==> config.mk <==
export PLATFORM = sky130hd
export DESIGN_NAME = dcc_path
export DESIGN_NICKNAME = d
export VERILOG_FILES = /design/src/pkg/dcc_pkg.sv /design/src/logic/dcc_corrector.sv /design/src/logic/dcc_fmt.sv /design/src/logic/dcc_path.sv
export SDC_FILE = /design/constraint.sdc
export NUM_CORES = 2
export LEC_CHECK = 0
export ABC_AREA = 1
export BUFFER_PORTS_ARGS = -buffer_cell sky130_fd_sc_hd__buf_4
export CORE_MARGIN = 4
export CORE_UTILIZATION = 40
export DETAILED_ROUTE_END_ITERATION = 8
export SLEW_MARGIN = 20
export SYNTH_ARGS = -nofsm -noshare
export SYNTH_HDL_FRONTEND = slang
export SYNTH_SLANG_ARGS = --single-unit
==> constraint.sdc <==
create_clock -name aclk -period 22.8 [get_ports aclk]
set_input_delay 5.7 -clock aclk [delete_from_list [all_inputs] [get_ports aclk]]
set_output_delay 5.7 -clock aclk [all_outputs]
set_load 0.02 [all_outputs]
==> src/pkg/dcc_pkg.sv <==
// Purpose: Constants and register map for the DAC code calibration path
// Assumes: AXI4-Lite slave with 32-bit data, 12-bit codes
// Notes: Offsets are byte addresses, one aligned word per register
package dcc_pkg;
  localparam int DCC_NCH = 8;
  localparam int DCC_CW = 12;
  localparam int DCC_AW = 8;
  // Register map
  localparam logic [7:0] DCC_OFF_CFG = 8'h00;
  localparam logic [7:0] DCC_OFF_OFSA = 8'h04;
  localparam logic [7:0] DCC_OFF_OFSB = 8'h08;
  localparam logic [7:0] DCC_OFF_STAT = 8'h0C;
  localparam logic [7:0] DCC_OFF_INPUT = 8'h20;
  localparam logic [7:0] DCC_OFF_GAIN = 8'h40;
  localparam logic [7:0] DCC_OFF_ZERO = 8'h60;
  localparam logic [7:0] DCC_OFF_OUT = 8'h80;
  // Config fields
  localparam int DCC_CFG_CE_BIT = 0;
  localparam int DCC_CFG_GAIN_BIT = 1;
  // Reset values
  localparam logic [11:0] DCC_GAIN_RST = 12'h800;
  localparam logic [11:0] DCC_ZERO_RST = 12'h000;
  localparam logic [11:0] DCC_INPUT_RST = 12'h000;
  localparam logic [11:0] DCC_MID_OFS = 12'h800;
  localparam logic [11:0] DCC_OFS6_NOM = 12'h99A;
  localparam logic [11:0] DCC_OFS4_NOM = 12'hAAB;
  localparam logic DCC_CE_RST = 1'b0;
  localparam logic DCC_GSEL_RST = 1'b0;
  // AXI responses
  localparam logic [1:0] DCC_RESP_OKAY = 2'h0;
  localparam logic [1:0] DCC_RESP_SLVERR = 2'h2;
  // Channel update states
  typedef enum logic [1:0] {
    DCC_ST_IDLE = 2'b00,
    DCC_ST_CALC = 2'b01
  } dcc_state_t;
endpackage : dcc_pkg

==> src/logic/dcc_corrector.sv <==
// Purpose: Gain and zero correction of one 12-bit code
// Assumes: Codes already in offset-binary form
// Notes: Purely combinational, result clamped to 12 bits
`timescale 1ns/1ps
`default_nettype none
module dcc_corrector (
  input wire logic [11:0] code_in,
  input wire logic [11:0] user_gain,
  input wire logic [11:0] user_zero,
  output logic [11:0] code_out
);
  import dcc_pkg::*;
  logic [12:0] gain_ext;
  logic [24:0] prod;
  logic signed [14:0] sum;
  // Multiply by gain plus half scale, divide by full scale, add signed zero
  always_comb begin
    gain_ext = {1'b0, user_gain} + {1'b0, DCC_GAIN_RST};
    prod = {13'h0, code_in} * {12'h000, gain_ext};
    sum = $signed({2'b00, prod[24:12]}) + $signed({{3{user_zero[11]}}, user_zero});
    if (sum < 0) begin
      code_out = 12'h000;
    end else if (sum > 15'sh0FFF) begin
      code_out = 12'hFFF;
    end else begin
      code_out = sum[11:0];
    end
  end
endmodule : dcc_corrector
`default_nettype wire

==> src/logic/dcc_fmt.sv <==
// Purpose: Convert between the strap-selected format and offset binary
// Assumes: Twos complement differs from straight binary by the top bit
// Notes: Same function serves both directions
`timescale 1ns/1ps
`default_nettype none
module dcc_fmt (
  input wire logic twos_sel,
  input wire logic [11:0] code_in,
  output logic [11:0] code_out
);
  // Invert MSB when the strap selects twos complement
  assign code_out = {code_in[11] ^ twos_sel, code_in[10:0]};
endmodule : dcc_fmt
`default_nettype wire

==> src/logic/dcc_path.sv <==
// Purpose: Eight-channel code path with user gain and zero correction
// Assumes: Single clock, strap from a pin, host over AXI4-Lite
// Notes: Corrected codes computed one channel every two cycles on demand
// Summary of operation
// - With correction off, each channel output equals its input code.
// - With correction on, output is input times (gain plus 2048) over 4096 plus zero.
// - Gain is always unsigned and zero always signed, whatever the strap.
// - Reads return registers exactly as written, no conversion.
// - The strap selects straight binary when low and twos complement when high.
// - Straight binary puts zero at 800h, top at FFFh, bottom at 000h.
// - Twos complement puts zero at 000h, top at 7FFh, bottom at 800h.
// - Reset loads gains with 2048, zeros with zero and inputs with 000h.
// - Group offsets default to the trimmed value for gain six or four.
// - A gain-select change reloads both group offsets with the new default.
// - Two 12-bit group offset registers, one per four channels.
// - One gain-select bit picks gain six or four and the offset default set.
// - With correction off, gain and zero writes only store and read back.
//
// The register addresses and the AXI4-Lite interface to the registers were left to the implementer.
`timescale 1ns/1ps
`default_nettype none
module dcc_path #(
  parameter logic [11:0] OFS6_TRIM_A = dcc_pkg::DCC_OFS6_NOM,
  parameter logic [11:0] OFS6_TRIM_B = dcc_pkg::DCC_OFS6_NOM,
  parameter logic [11:0] OFS4_TRIM_A = dcc_pkg::DCC_OFS4_NOM,
  parameter logic [11:0] OFS4_TRIM_B = dcc_pkg::DCC_OFS4_NOM
) (
  input wire logic aclk,
  input wire logic aresetn,
  input wire logic format_select_strap,
  input wire logic [dcc_pkg::DCC_AW-1:0] s_axi_awaddr,
  input wire logic [2:0] s_axi_awprot,
  input wire logic s_axi_awvalid,
  output logic s_axi_awready,
  input wire logic [31:0] s_axi_wdata,
  input wire logic [3:0] s_axi_wstrb,
  input wire logic s_axi_wvalid,
  output logic s_axi_wready,
  output logic [1:0] s_axi_bresp,
  output logic s_axi_bvalid,
  input wire logic s_axi_bready,
  input wire logic [dcc_pkg::DCC_AW-1:0] s_axi_araddr,
  input wire logic [2:0] s_axi_arprot,
  input wire logic s_axi_arvalid,
  output logic s_axi_arready,
  output logic [31:0] s_axi_rdata,
  output logic [1:0] s_axi_rresp,
  output logic s_axi_rvalid,
  input wire logic s_axi_rready,
  output logic [95:0] chan_code,
  output logic gain_six,
  output logic [11:0] group_offset_code_a,
  output logic [11:0] group_offset_code_b
);
  import dcc_pkg::*;

  typedef struct packed {
    logic strap_m;
    logic strap_s;
    logic aw_hold;
    logic [7:0] aw_addr;
    logic w_hold;
    logic [31:0] w_data;
    logic [3:0] w_strb;
    logic bvalid;
    logic [1:0] bresp;
    logic rvalid;
    logic [31:0] rdata;
    logic [1:0] rresp;
    logic correction_enable;
    logic gsel;
    logic [11:0] ofs_a;
    logic [11:0] ofs_b;
    logic [7:0][11:0] din;
    logic [7:0][11:0] gain;
    logic [7:0][11:0] zero;
    logic [7:0][11:0] dout;
    logic [7:0] pend;
    dcc_state_t st;
    logic [2:0] cur;
  } dcc_regs_t;

  dcc_regs_t s_r;
  dcc_regs_t s_nxt;
  logic [11:0] cor_in;
  logic [11:0] cor_out;
  logic [11:0] res_fmt;
  logic [11:0] def_a;
  logic [11:0] def_b;
  logic [2:0] pick;
  logic pick_any;
  logic wr_go;
  logic [11:0] wval;

  // Convert selected input to offset binary for the arithmetic
  dcc_fmt u_fmt_in (
    .twos_sel(s_r.strap_s),
    .code_in(s_r.din[s_r.cur]),
    .code_out(cor_in)
  );

  dcc_corrector u_cor (
    .code_in(cor_in),
    .user_gain(s_r.gain[s_r.cur]),
    .user_zero(s_r.zero[s_r.cur]),
    .code_out(cor_out)
  );

  // Back to the strap format so the output matches the input encoding
  dcc_fmt u_fmt_out (
    .twos_sel(s_r.strap_s),
    .code_in(cor_out),
    .code_out(res_fmt)
  );

  // Offset defaults for the gain being switched to, in the strap format
  // One select bit, so a change always lands on the other gain
  always_comb begin
    def_a = s_r.gsel ? OFS4_TRIM_A : OFS6_TRIM_A;
    def_b = s_r.gsel ? OFS4_TRIM_B : OFS6_TRIM_B;
    def_a[11] = def_a[11] ^ s_r.strap_s;
    def_b[11] = def_b[11] ^ s_r.strap_s;
  end

  // Lowest pending channel goes first
  always_comb begin
    pick = 3'h0;
    pick_any = 1'b0;
    for (int i = DCC_NCH - 1; i >= 0; i--) begin
      if (s_r.pend[i]) begin
        pick = 3'(i);
        pick_any = 1'b1;
      end
    end
  end

  assign wr_go = s_r.aw_hold && s_r.w_hold && !s_r.bvalid;
  assign wval = s_r.w_data[11:0];

  // Bus handshake, register writes, correction sequencing
  always_comb begin
    s_nxt = s_r;
    s_nxt.strap_m = format_select_strap;
    s_nxt.strap_s = s_r.strap_m;
    if (s_axi_awvalid && !s_r.aw_hold) begin
      s_nxt.aw_hold = 1'b1;
      s_nxt.aw_addr = s_axi_awaddr;
    end
    if (s_axi_wvalid && !s_r.w_hold) begin
      s_nxt.w_hold = 1'b1;
      s_nxt.w_data = s_axi_wdata;
      s_nxt.w_strb = s_axi_wstrb;
    end
    if (s_r.bvalid && s_axi_bready) begin
      s_nxt.bvalid = 1'b0;
    end
    if (wr_go) begin
      s_nxt.aw_hold = 1'b0;
      s_nxt.w_hold = 1'b0;
      s_nxt.bvalid = 1'b1;
      s_nxt.bresp = DCC_RESP_OKAY;
      // Partial strobes on the low half are ignored as a whole
      if (s_r.w_strb[1:0] == 2'b11) begin
        if (s_r.aw_addr[7:5] == DCC_OFF_INPUT[7:5]) begin
          s_nxt.din[s_r.aw_addr[4:2]] = wval;
          s_nxt.pend[s_r.aw_addr[4:2]] = 1'b1;
        end else if (s_r.aw_addr[7:5] == DCC_OFF_GAIN[7:5]) begin
          s_nxt.gain[s_r.aw_addr[4:2]] = wval;
          s_nxt.pend[s_r.aw_addr[4:2]] = s_r.correction_enable;
        end else if (s_r.aw_addr[7:5] == DCC_OFF_ZERO[7:5]) begin
          s_nxt.zero[s_r.aw_addr[4:2]] = wval;
          s_nxt.pend[s_r.aw_addr[4:2]] = s_r.correction_enable;
        end else if (s_r.aw_addr == DCC_OFF_CFG) begin
          s_nxt.correction_enable = s_r.w_data[DCC_CFG_CE_BIT];
          s_nxt.gsel = s_r.w_data[DCC_CFG_GAIN_BIT];
        end else if (s_r.aw_addr == DCC_OFF_OFSA) begin
          s_nxt.ofs_a = wval;
        end else if (s_r.aw_addr == DCC_OFF_OFSB) begin
          s_nxt.ofs_b = wval;
        end else if (s_r.aw_addr[7:5] != DCC_OFF_OUT[7:5] && s_r.aw_addr != DCC_OFF_STAT) begin
          s_nxt.bresp = DCC_RESP_SLVERR;
        end
      end
      // Enabling correction recomputes every channel
      if (s_r.aw_addr == DCC_OFF_CFG && s_r.w_data[DCC_CFG_CE_BIT] && !s_r.correction_enable) begin
        s_nxt.pend = 8'hFF;
      end
    end
    // Gain change reloads both offsets; a same-cycle offset write loses
    // Defaults follow the strap as it stands now, not as it stood at reset
    if (s_r.gsel != s_nxt.gsel) begin
      s_nxt.ofs_a = def_a;
      s_nxt.ofs_b = def_b;
    end
    // Correction off: every output tracks its input directly
    if (!s_r.correction_enable) begin
      s_nxt.dout = s_r.din;
      s_nxt.st = DCC_ST_IDLE;
      s_nxt.pend = (wr_go && s_r.aw_addr == DCC_OFF_CFG) ? s_nxt.pend : 8'h00;
    end else begin
      case (s_r.st)
        DCC_ST_IDLE: begin
          if (pick_any) begin
            s_nxt.cur = pick;
            s_nxt.st = DCC_ST_CALC;
          end
        end
        DCC_ST_CALC: begin
          s_nxt.dout[s_r.cur] = res_fmt;
          s_nxt.st = DCC_ST_IDLE;
          // A rewrite during this cycle keeps its own pending flag
          if (!(wr_go && s_r.aw_addr[4:2] == s_r.cur && s_nxt.pend[s_r.cur]
                && s_r.aw_addr[7:5] != DCC_OFF_OUT[7:5])) begin
            s_nxt.pend[s_r.cur] = 1'b0;
          end
        end
        default: s_nxt.st = DCC_ST_IDLE;
      endcase
    end
    // Read channel: one word at a time
    if (s_r.rvalid && s_axi_rready) begin
      s_nxt.rvalid = 1'b0;
    end
    if (s_axi_arvalid && !s_r.rvalid) begin
      s_nxt.rvalid = 1'b1;
      s_nxt.rresp = DCC_RESP_OKAY;
      s_nxt.rdata = 32'h0000_0000;
      if (s_axi_araddr[7:5] == DCC_OFF_INPUT[7:5]) begin
        s_nxt.rdata[11:0] = s_r.din[s_axi_araddr[4:2]];
      end else if (s_axi_araddr[7:5] == DCC_OFF_GAIN[7:5]) begin
        s_nxt.rdata[11:0] = s_r.gain[s_axi_araddr[4:2]];
      end else if (s_axi_araddr[7:5] == DCC_OFF_ZERO[7:5]) begin
        s_nxt.rdata[11:0] = s_r.zero[s_axi_araddr[4:2]];
      end else if (s_axi_araddr[7:5] == DCC_OFF_OUT[7:5]) begin
        s_nxt.rdata[11:0] = s_r.dout[s_axi_araddr[4:2]];
      end else if (s_axi_araddr == DCC_OFF_CFG) begin
        s_nxt.rdata[DCC_CFG_CE_BIT] = s_r.correction_enable;
        s_nxt.rdata[DCC_CFG_GAIN_BIT] = s_r.gsel;
      end else if (s_axi_araddr == DCC_OFF_OFSA) begin
        s_nxt.rdata[11:0] = s_r.ofs_a;
      end else if (s_axi_araddr == DCC_OFF_OFSB) begin
        s_nxt.rdata[11:0] = s_r.ofs_b;
      end else if (s_axi_araddr == DCC_OFF_STAT) begin
        s_nxt.rdata[7:0] = s_r.pend;
        s_nxt.rdata[8] = s_r.strap_s;
      end else begin
        s_nxt.rresp = DCC_RESP_SLVERR;
      end
    end
  end

  // State register; reset loads the gain-four trim defaults as they are, whatever the strap
  always_ff @(posedge aclk) begin
    if (!aresetn) begin
      s_r <= '0;
      s_r.correction_enable <= DCC_CE_RST;
      s_r.gsel <= DCC_GSEL_RST;
      s_r.ofs_a <= OFS4_TRIM_A;
      s_r.ofs_b <= OFS4_TRIM_B;
      s_r.st <= DCC_ST_IDLE;
      for (int i = 0; i < DCC_NCH; i++) begin
        s_r.din[i] <= DCC_INPUT_RST;
        s_r.gain[i] <= DCC_GAIN_RST;
        s_r.zero[i] <= DCC_ZERO_RST;
        s_r.dout[i] <= DCC_INPUT_RST;
      end
    end else begin
      s_r <= s_nxt;
    end
  end

  // Outputs
  assign s_axi_awready = !s_r.aw_hold;
  assign s_axi_wready = !s_r.w_hold;
  assign s_axi_bvalid = s_r.bvalid;
  assign s_axi_bresp = s_r.bresp;
  assign s_axi_arready = !s_r.rvalid;
  assign s_axi_rvalid = s_r.rvalid;
  assign s_axi_rdata = s_r.rdata;
  assign s_axi_rresp = s_r.rresp;
  assign chan_code = s_r.dout;
  assign gain_six = s_r.gsel;
  assign group_offset_code_a = s_r.ofs_a;
  assign group_offset_code_b = s_r.ofs_b;
endmodule : dcc_path
`default_nettype wire

Word-level counts from Yosys, hierarchy flattened. Index checks and enable logic that the tools add are counted.

Bits in registers: 466. Bits of input ports: 66. Output and inout bits: 162. Word-level logic and storage cells: 239.

Add/sub/neg operators: 2. Multipliers: 1. Order comparisons: 7. Eq/ne operators: 23. Multiplexer cells: 106. Bitwise operators: 10. Reductions and logical operators: 39.

Operators by type and width (count): two-way mux 313 bit (2); bitwise mux 96 bit (4); two-way mux 96 bit (4); binary-select mux 12 bit (select 3 bit) (7); two-way mux 12 bit (19); two-way mux 192 bit (1); two-way mux 106 bit (1); two-way mux 104 bit (1); two-way mux 25 bit (3); demux 12 bit (select 3 bit) (2); two-way mux 8 bit (8); two-way mux 24 bit (2); two-way mux 2 bit (18); two-way mux 35 bit (1); two-way mux 3 bit (10); multiplier 12 x 13 -> 25 bit (1); == test 8 x 4 -> 1 bit (second input constant) (3); two-way mux 10 bit (2); two-way mux 9 bit (2); == test 8 x 3 -> 1 bit (second input constant) (2); logical AND 1 bit (16); zero test 8 bit (2); adder 14 x 12 -> 15 bit (1); greater-than comparator 15 x 13 -> 1 bit (second input constant) (1); other kinds (34) (75).

Longest topological paths before layout.
Depth after elaboration: 18. Gate-level depth with buffers: 47. Depth with buffers taken out: 44.

Hierarchy. Synthesis repeated with hierarchy kept, for this count alone.

Cell total of the unflattened synthesis: 4312. Area, all modules: 30028.8 um2.

Modules (own cells, without submodules): dcc_path (instances 1, cells each 3328, area each 23530.1 um2, seq. area each 9288.9 um2); dcc_corrector (instances 1, cells each 952, area each 6296.0 um2, seq. area each 0.0 um2); dcc_fmt (instances 2, cells each 16, area each 101.3 um2, seq. area each 0.0 um2).

Worst setup path after synthesis. No wires, ideal clock.

Kind: register to register. Start point: reg s_r[0] (netlist name). End point: reg s_r, in the netlist chan_code[80]. Setup time: 128 ps. Arrival: 7269 ps. Required time: 22672 ps. Slack: 15403 ps. Cell stages (with the launch flop): 42. Buffers on the path: 5. Period minus slack after synthesis: 7397 ps. Cell sequence: dfxtp_1 buf_6 inv_2 buf_4 nand3_2 inv_2 buf_2 a22oi_1 o2111ai_1 buf_2 nand2_1 fa_1 inv_1 fa_1 inv_1 fa_1 inv_1 fa_1 (+6 left out) nand2_1 o21ai_0 xor2_1 inv_1 ha_1 nand2_1 inv_1 a21oi_1 nor2_1 nor2_1 nand2_2 nor2_1 nand2_1 nand2_1 buf_4 nand3_1 a31oi_1 nor2_1.

Cells in the longest elaborated chain, start to end: 11. Elaborated cells on any way between the ends: 22. Those cells by class: add/sub: 2; mul: 1; order compare: 4; mux: 13; bitwise: 1; reduce/logical: 1.

Ends and longest elaborated chain: start, declared (line dcc_path.sv:83) `dcc_regs_t s_r;`; start signal, assigned (line dcc_path.sv:268) `s_r <= s_nxt;`; binary-select mux 12 bit (select 3 bit) (on tied branches) (line dcc_path.sv:104, dcc_path.sv:98); two-way mux 12 bit (on tied branches) (line dcc_path.sv:104, dcc_path.sv:98); adder 12 x 12 -> 13 bit or XOR 1 bit (tied branches) (line dcc_corrector.sv:18, dcc_fmt.sv:12); multiplier 12 x 13 -> 25 bit (line dcc_corrector.sv:19) `prod = {13'h0, code_in} * {12'h000, gain_ext};`; adder 14 x 12 -> 15 bit (line dcc_corrector.sv:20) `sum = $signed({2'b00, prod[24:12]}) + $signed({{3{user_zero[11]}}, user_zero});`; greater-than comparator 15 x 13 -> 1 bit (line dcc_corrector.sv:23) `end else if (sum > 15'sh0FFF) begin`; two-way mux 12 bit (line dcc_corrector.sv:23); two-way mux 12 bit (line dcc_corrector.sv:21) `if (sum < 0) begin`; bitwise mux 96 bit (*) (line dcc_path.sv:209) `s_nxt.dout[s_r.cur] = res_fmt;`; two-way mux 104 bit (*) (line dcc_path.sv:201) `case (s_r.st)`; two-way mux 106 bit (*) (line dcc_path.sv:196) `if (!s_r.correction_enable) begin`.

Every way passes the cells marked *; elsewhere a longest branch is shown, timed or not. The select of a mux whose other input is x is not followed. A chain may end at the register's enable or synchronous reset.

Worst setup path after layout.
Start point: reg s_r[1] (netlist name). End point: reg s_r, in the netlist chan_code[35].

Cells in the longest elaborated chain, start to end: 12. Elaborated cells on any way between the ends: 23. Those cells by class: add/sub: 2; mul: 1; order compare: 4; mux: 13; bitwise: 2; reduce/logical: 1.

Ends and longest elaborated chain: binary-select mux 12 bit (select 3 bit) (on tied branches) (line dcc_path.sv:104, dcc_path.sv:98); two-way mux 12 bit (on tied branches) (line dcc_path.sv:104, dcc_path.sv:98); adder 12 x 12 -> 13 bit or XOR 1 bit (tied branches) (line dcc_corrector.sv:18, dcc_fmt.sv:12); multiplier 12 x 13 -> 25 bit (line dcc_corrector.sv:19); adder 14 x 12 -> 15 bit (line dcc_corrector.sv:20); greater-than comparator 15 x 13 -> 1 bit (line dcc_corrector.sv:23); two-way mux 12 bit (line dcc_corrector.sv:23); two-way mux 12 bit (line dcc_corrector.sv:21); XOR 1 bit (line dcc_fmt.sv:12) `assign code_out = {code_in[11] ^ twos_sel, code_in[10:0]};`; bitwise mux 96 bit (*) (line dcc_path.sv:209); two-way mux 104 bit (*) (line dcc_path.sv:201); two-way mux 106 bit (*) (line dcc_path.sv:196).

Marked as above.

==> impl_metrics.ini <==
[global_route]
grt_max_degree = 99
grt_pass1_vias = 27360
grt_usage_pct = 31.15
antenna_found_initial = 5
grt_pass1_wl_um = 183900
grt_overflow = 0

[synthesis]
synth.area.top_cells = dfxtp_1 (31%), nand2_1 (10%), fa_1 (7.4%)
synth_area_leader_cell = dfxtp_1
yosys_warnings = 0
ys_types = 64
synth_area_per_cell_um2 = 7.220
synthFlopType = dfxtp_1
synthArstFlopShare_pct = 0
synth-edff-count = 0
yosysSeqAreaShare_pct = 31.42
synth.most_common_cell = nand2_1
synth_top_area_share_pct = 31.42
syn-cell-area_um2 = 29570
synth_common_cells = nand2_1 (798), inv_1 (515), dfxtp_1 (464)
synth_seq_cells = 464
synthCells = 4095

[drt]
first_iter_violations = 4198
detail-route-antenna-nets = 0
vias_per_cell = 5.878
route.vias.total = 29240
dr.pass1.iters = 7
wire_per_inst_um = 25.26
wl_um = 125700
drc = 0

[timing]
final.setup.tns_ps = 0
fin_crit_sh_pct = 47.31
skew_ps = 29.56
fmax_mhz = 92.71
slew_headroom_pct = 11.11
setup_violations = 0
holdWs_ps = 419.0
slew_violations = 0
grt_setup_unrepaired = no
period_minus_slack_ps = 10790
worst_pin_slew_ps = 1317
hold_viol_final = 0

[cts]
cts.sinks = 464
post_cts_buffers = 0
cts_buffers = 50
clk_pin_slew_ps = 70
clock-root-buffer = clkbuf_16
tritoncts = yes
cts.path.max_buffers = 3
post_cts_resized = 0
h-tree-depth = 2
clkLatencyLatePin_ps = 620
cts_hold_buffers = 0

[floorplan]
die_x_um = 279.9
rows = 99
die_y_um = 279.9
start_util_pct = 40.46
ioPinCount = 228
design.die.area_um2 = 78330
core-area_um2 = 73080

[power_and_ir_drop]
power_leakage_nw = 12.74
powerDensity_nw_per_um2 = 56.25
ir_worst_vdd_mv = 0.05659

[setup_path]
cp_data_required_time_ps = 23240
arrival_ps = 11230
cpMaxStageDelayCell = dfxtp_1
crit_fanout = 26
cp-end-kind = register
start_kind = register
worstSetupPathType = reg2reg
path_common_cell = fa_1
slowest_delay_ps = 1080

[run_status]
status = finished clean

[placed_design]
place_congestion = 0.9772
io_buffers = 177
dp_hpwl_um = 85390

[cells_and_area]
drive_gt1_share_pct = 10.49
layout.nets = 4227
syn_to_final_growth_pct = 8.333
antenna_cells = 0

[worst_hold_path]
worstHoldPathType = reg2reg

[job]
maxCapViolations = 0
==> routing by layer <==
| layer | global-route usage, % | routed length (um) | up-vias |
|---|---|---|---|
| li1 | - | - | 13330 |
| met1 | 42.48 | 50600 | 13760 |
| met2 | 46.33 | 52480 | 1797 |
| met3 | 7.076 | 15110 | 343 |
| met4 | 15.87 | 7373 | 6 |
| met5 | 0 | 88 | - |
==> logic make-up after synthesis <==
| logic type | after synthesis | synth area share (%) |
|---|---|---|
| AND/OR/NAND/NOR | 1281 | 18.41 |
| AO/OA/AOI/OAI | 1161 | 23.77 |
| adder cells (fa/ha/maj) | 183 | 10.54 |
| flip-flops | 464 | 31.42 |
| XOR/XNOR | 22 | 0.7152 |
| buffers and inverters | 983 | 15.14 |
| other | 1 | 0.01268 |
==> per-stage QoR <==
step	util, %	instances	total power [W]	area, um2	worst slack, ps
after floorplan	-	4117	0.0009125	29650	15400
after detailed placement	41.52	4885	0.0009619	30350	12310
after global routing	43.83	4974	0.001839	32030	11680
final	43.83	4974	0.001802	32030	12010
after global placement	41.52	4885	0.0009619	30350	12380
after CTS	43.81	4974	0.001796	32020	12280
==> sequential cells by signal (all words and copies together), names as in the netlist <==
name and count:
group_offset_code_a 12, s_axi_bvalid 1, s_axi_bresp 1, gain_six 1, chan_code 96, s_r 326, s_axi_rresp 1, s_axi_rvalid 1
s_nxt 1, s_axi_rdata 12, group_offset_code_b 12
==> where the power goes <==
part           leakage (nW)  switching [W]  internal, W  total [W]
sequential             3.75      0.0000180     0.000816   0.000834
clock                 0.824       0.000356     0.000495   0.000851
combinational          8.17      0.0000911    0.0000249   0.000116
==> placed cells by master, fill, tap and decap left out, drive strengths merged, types with 23 or more instances in the layout <==
cell type	instances
a211oi	68
a21oi	342
a221oi	65
a22oi	63
a31oi	96
buf	238
clkbuf	79
conb	23
dfxtp	464
fa	110
ha	73
inv	541
nand2	817
nand3	189
nor2	217
nor3	26
o2111ai	39
o211ai	46
o21ai	305
o22ai	112
==> path summary, 6_finish.rpt <==
path | startpoint | endpoint | slack, ps | cells after the start
max | s_r[1] | chan_code[35] | 12010 | 37
min | s_nxt[507] | s_r[507] | 420 | 2
max reg2reg | s_r[1] | chan_code[35] | 12010 | 37
min reg2reg | s_nxt[507] | s_r[507] | 420 | 2
==> layout make-up <==
type	instances	area, um2
Fill cell	7530	41050
Multi-Input combinational cell	2670	15990
Sequential cell	464	9290
Inverter	554	2087
Timing Repair Buffer	238	1790
Clock buffer	79	1541
Tap cell	959	1200
Clock inverter	10	131.4
==> critical path, delay by kind of cell (launching register included) <==
family	cells	cell delay, ps
buf+inv	7	1710
compound gates	7	1550
xor+xnor	1	310
simple gates	15	2650
flops	1	1080
fa+ha+maj	7	3240
Note: power is estimated with default switching activity, not from simulation.
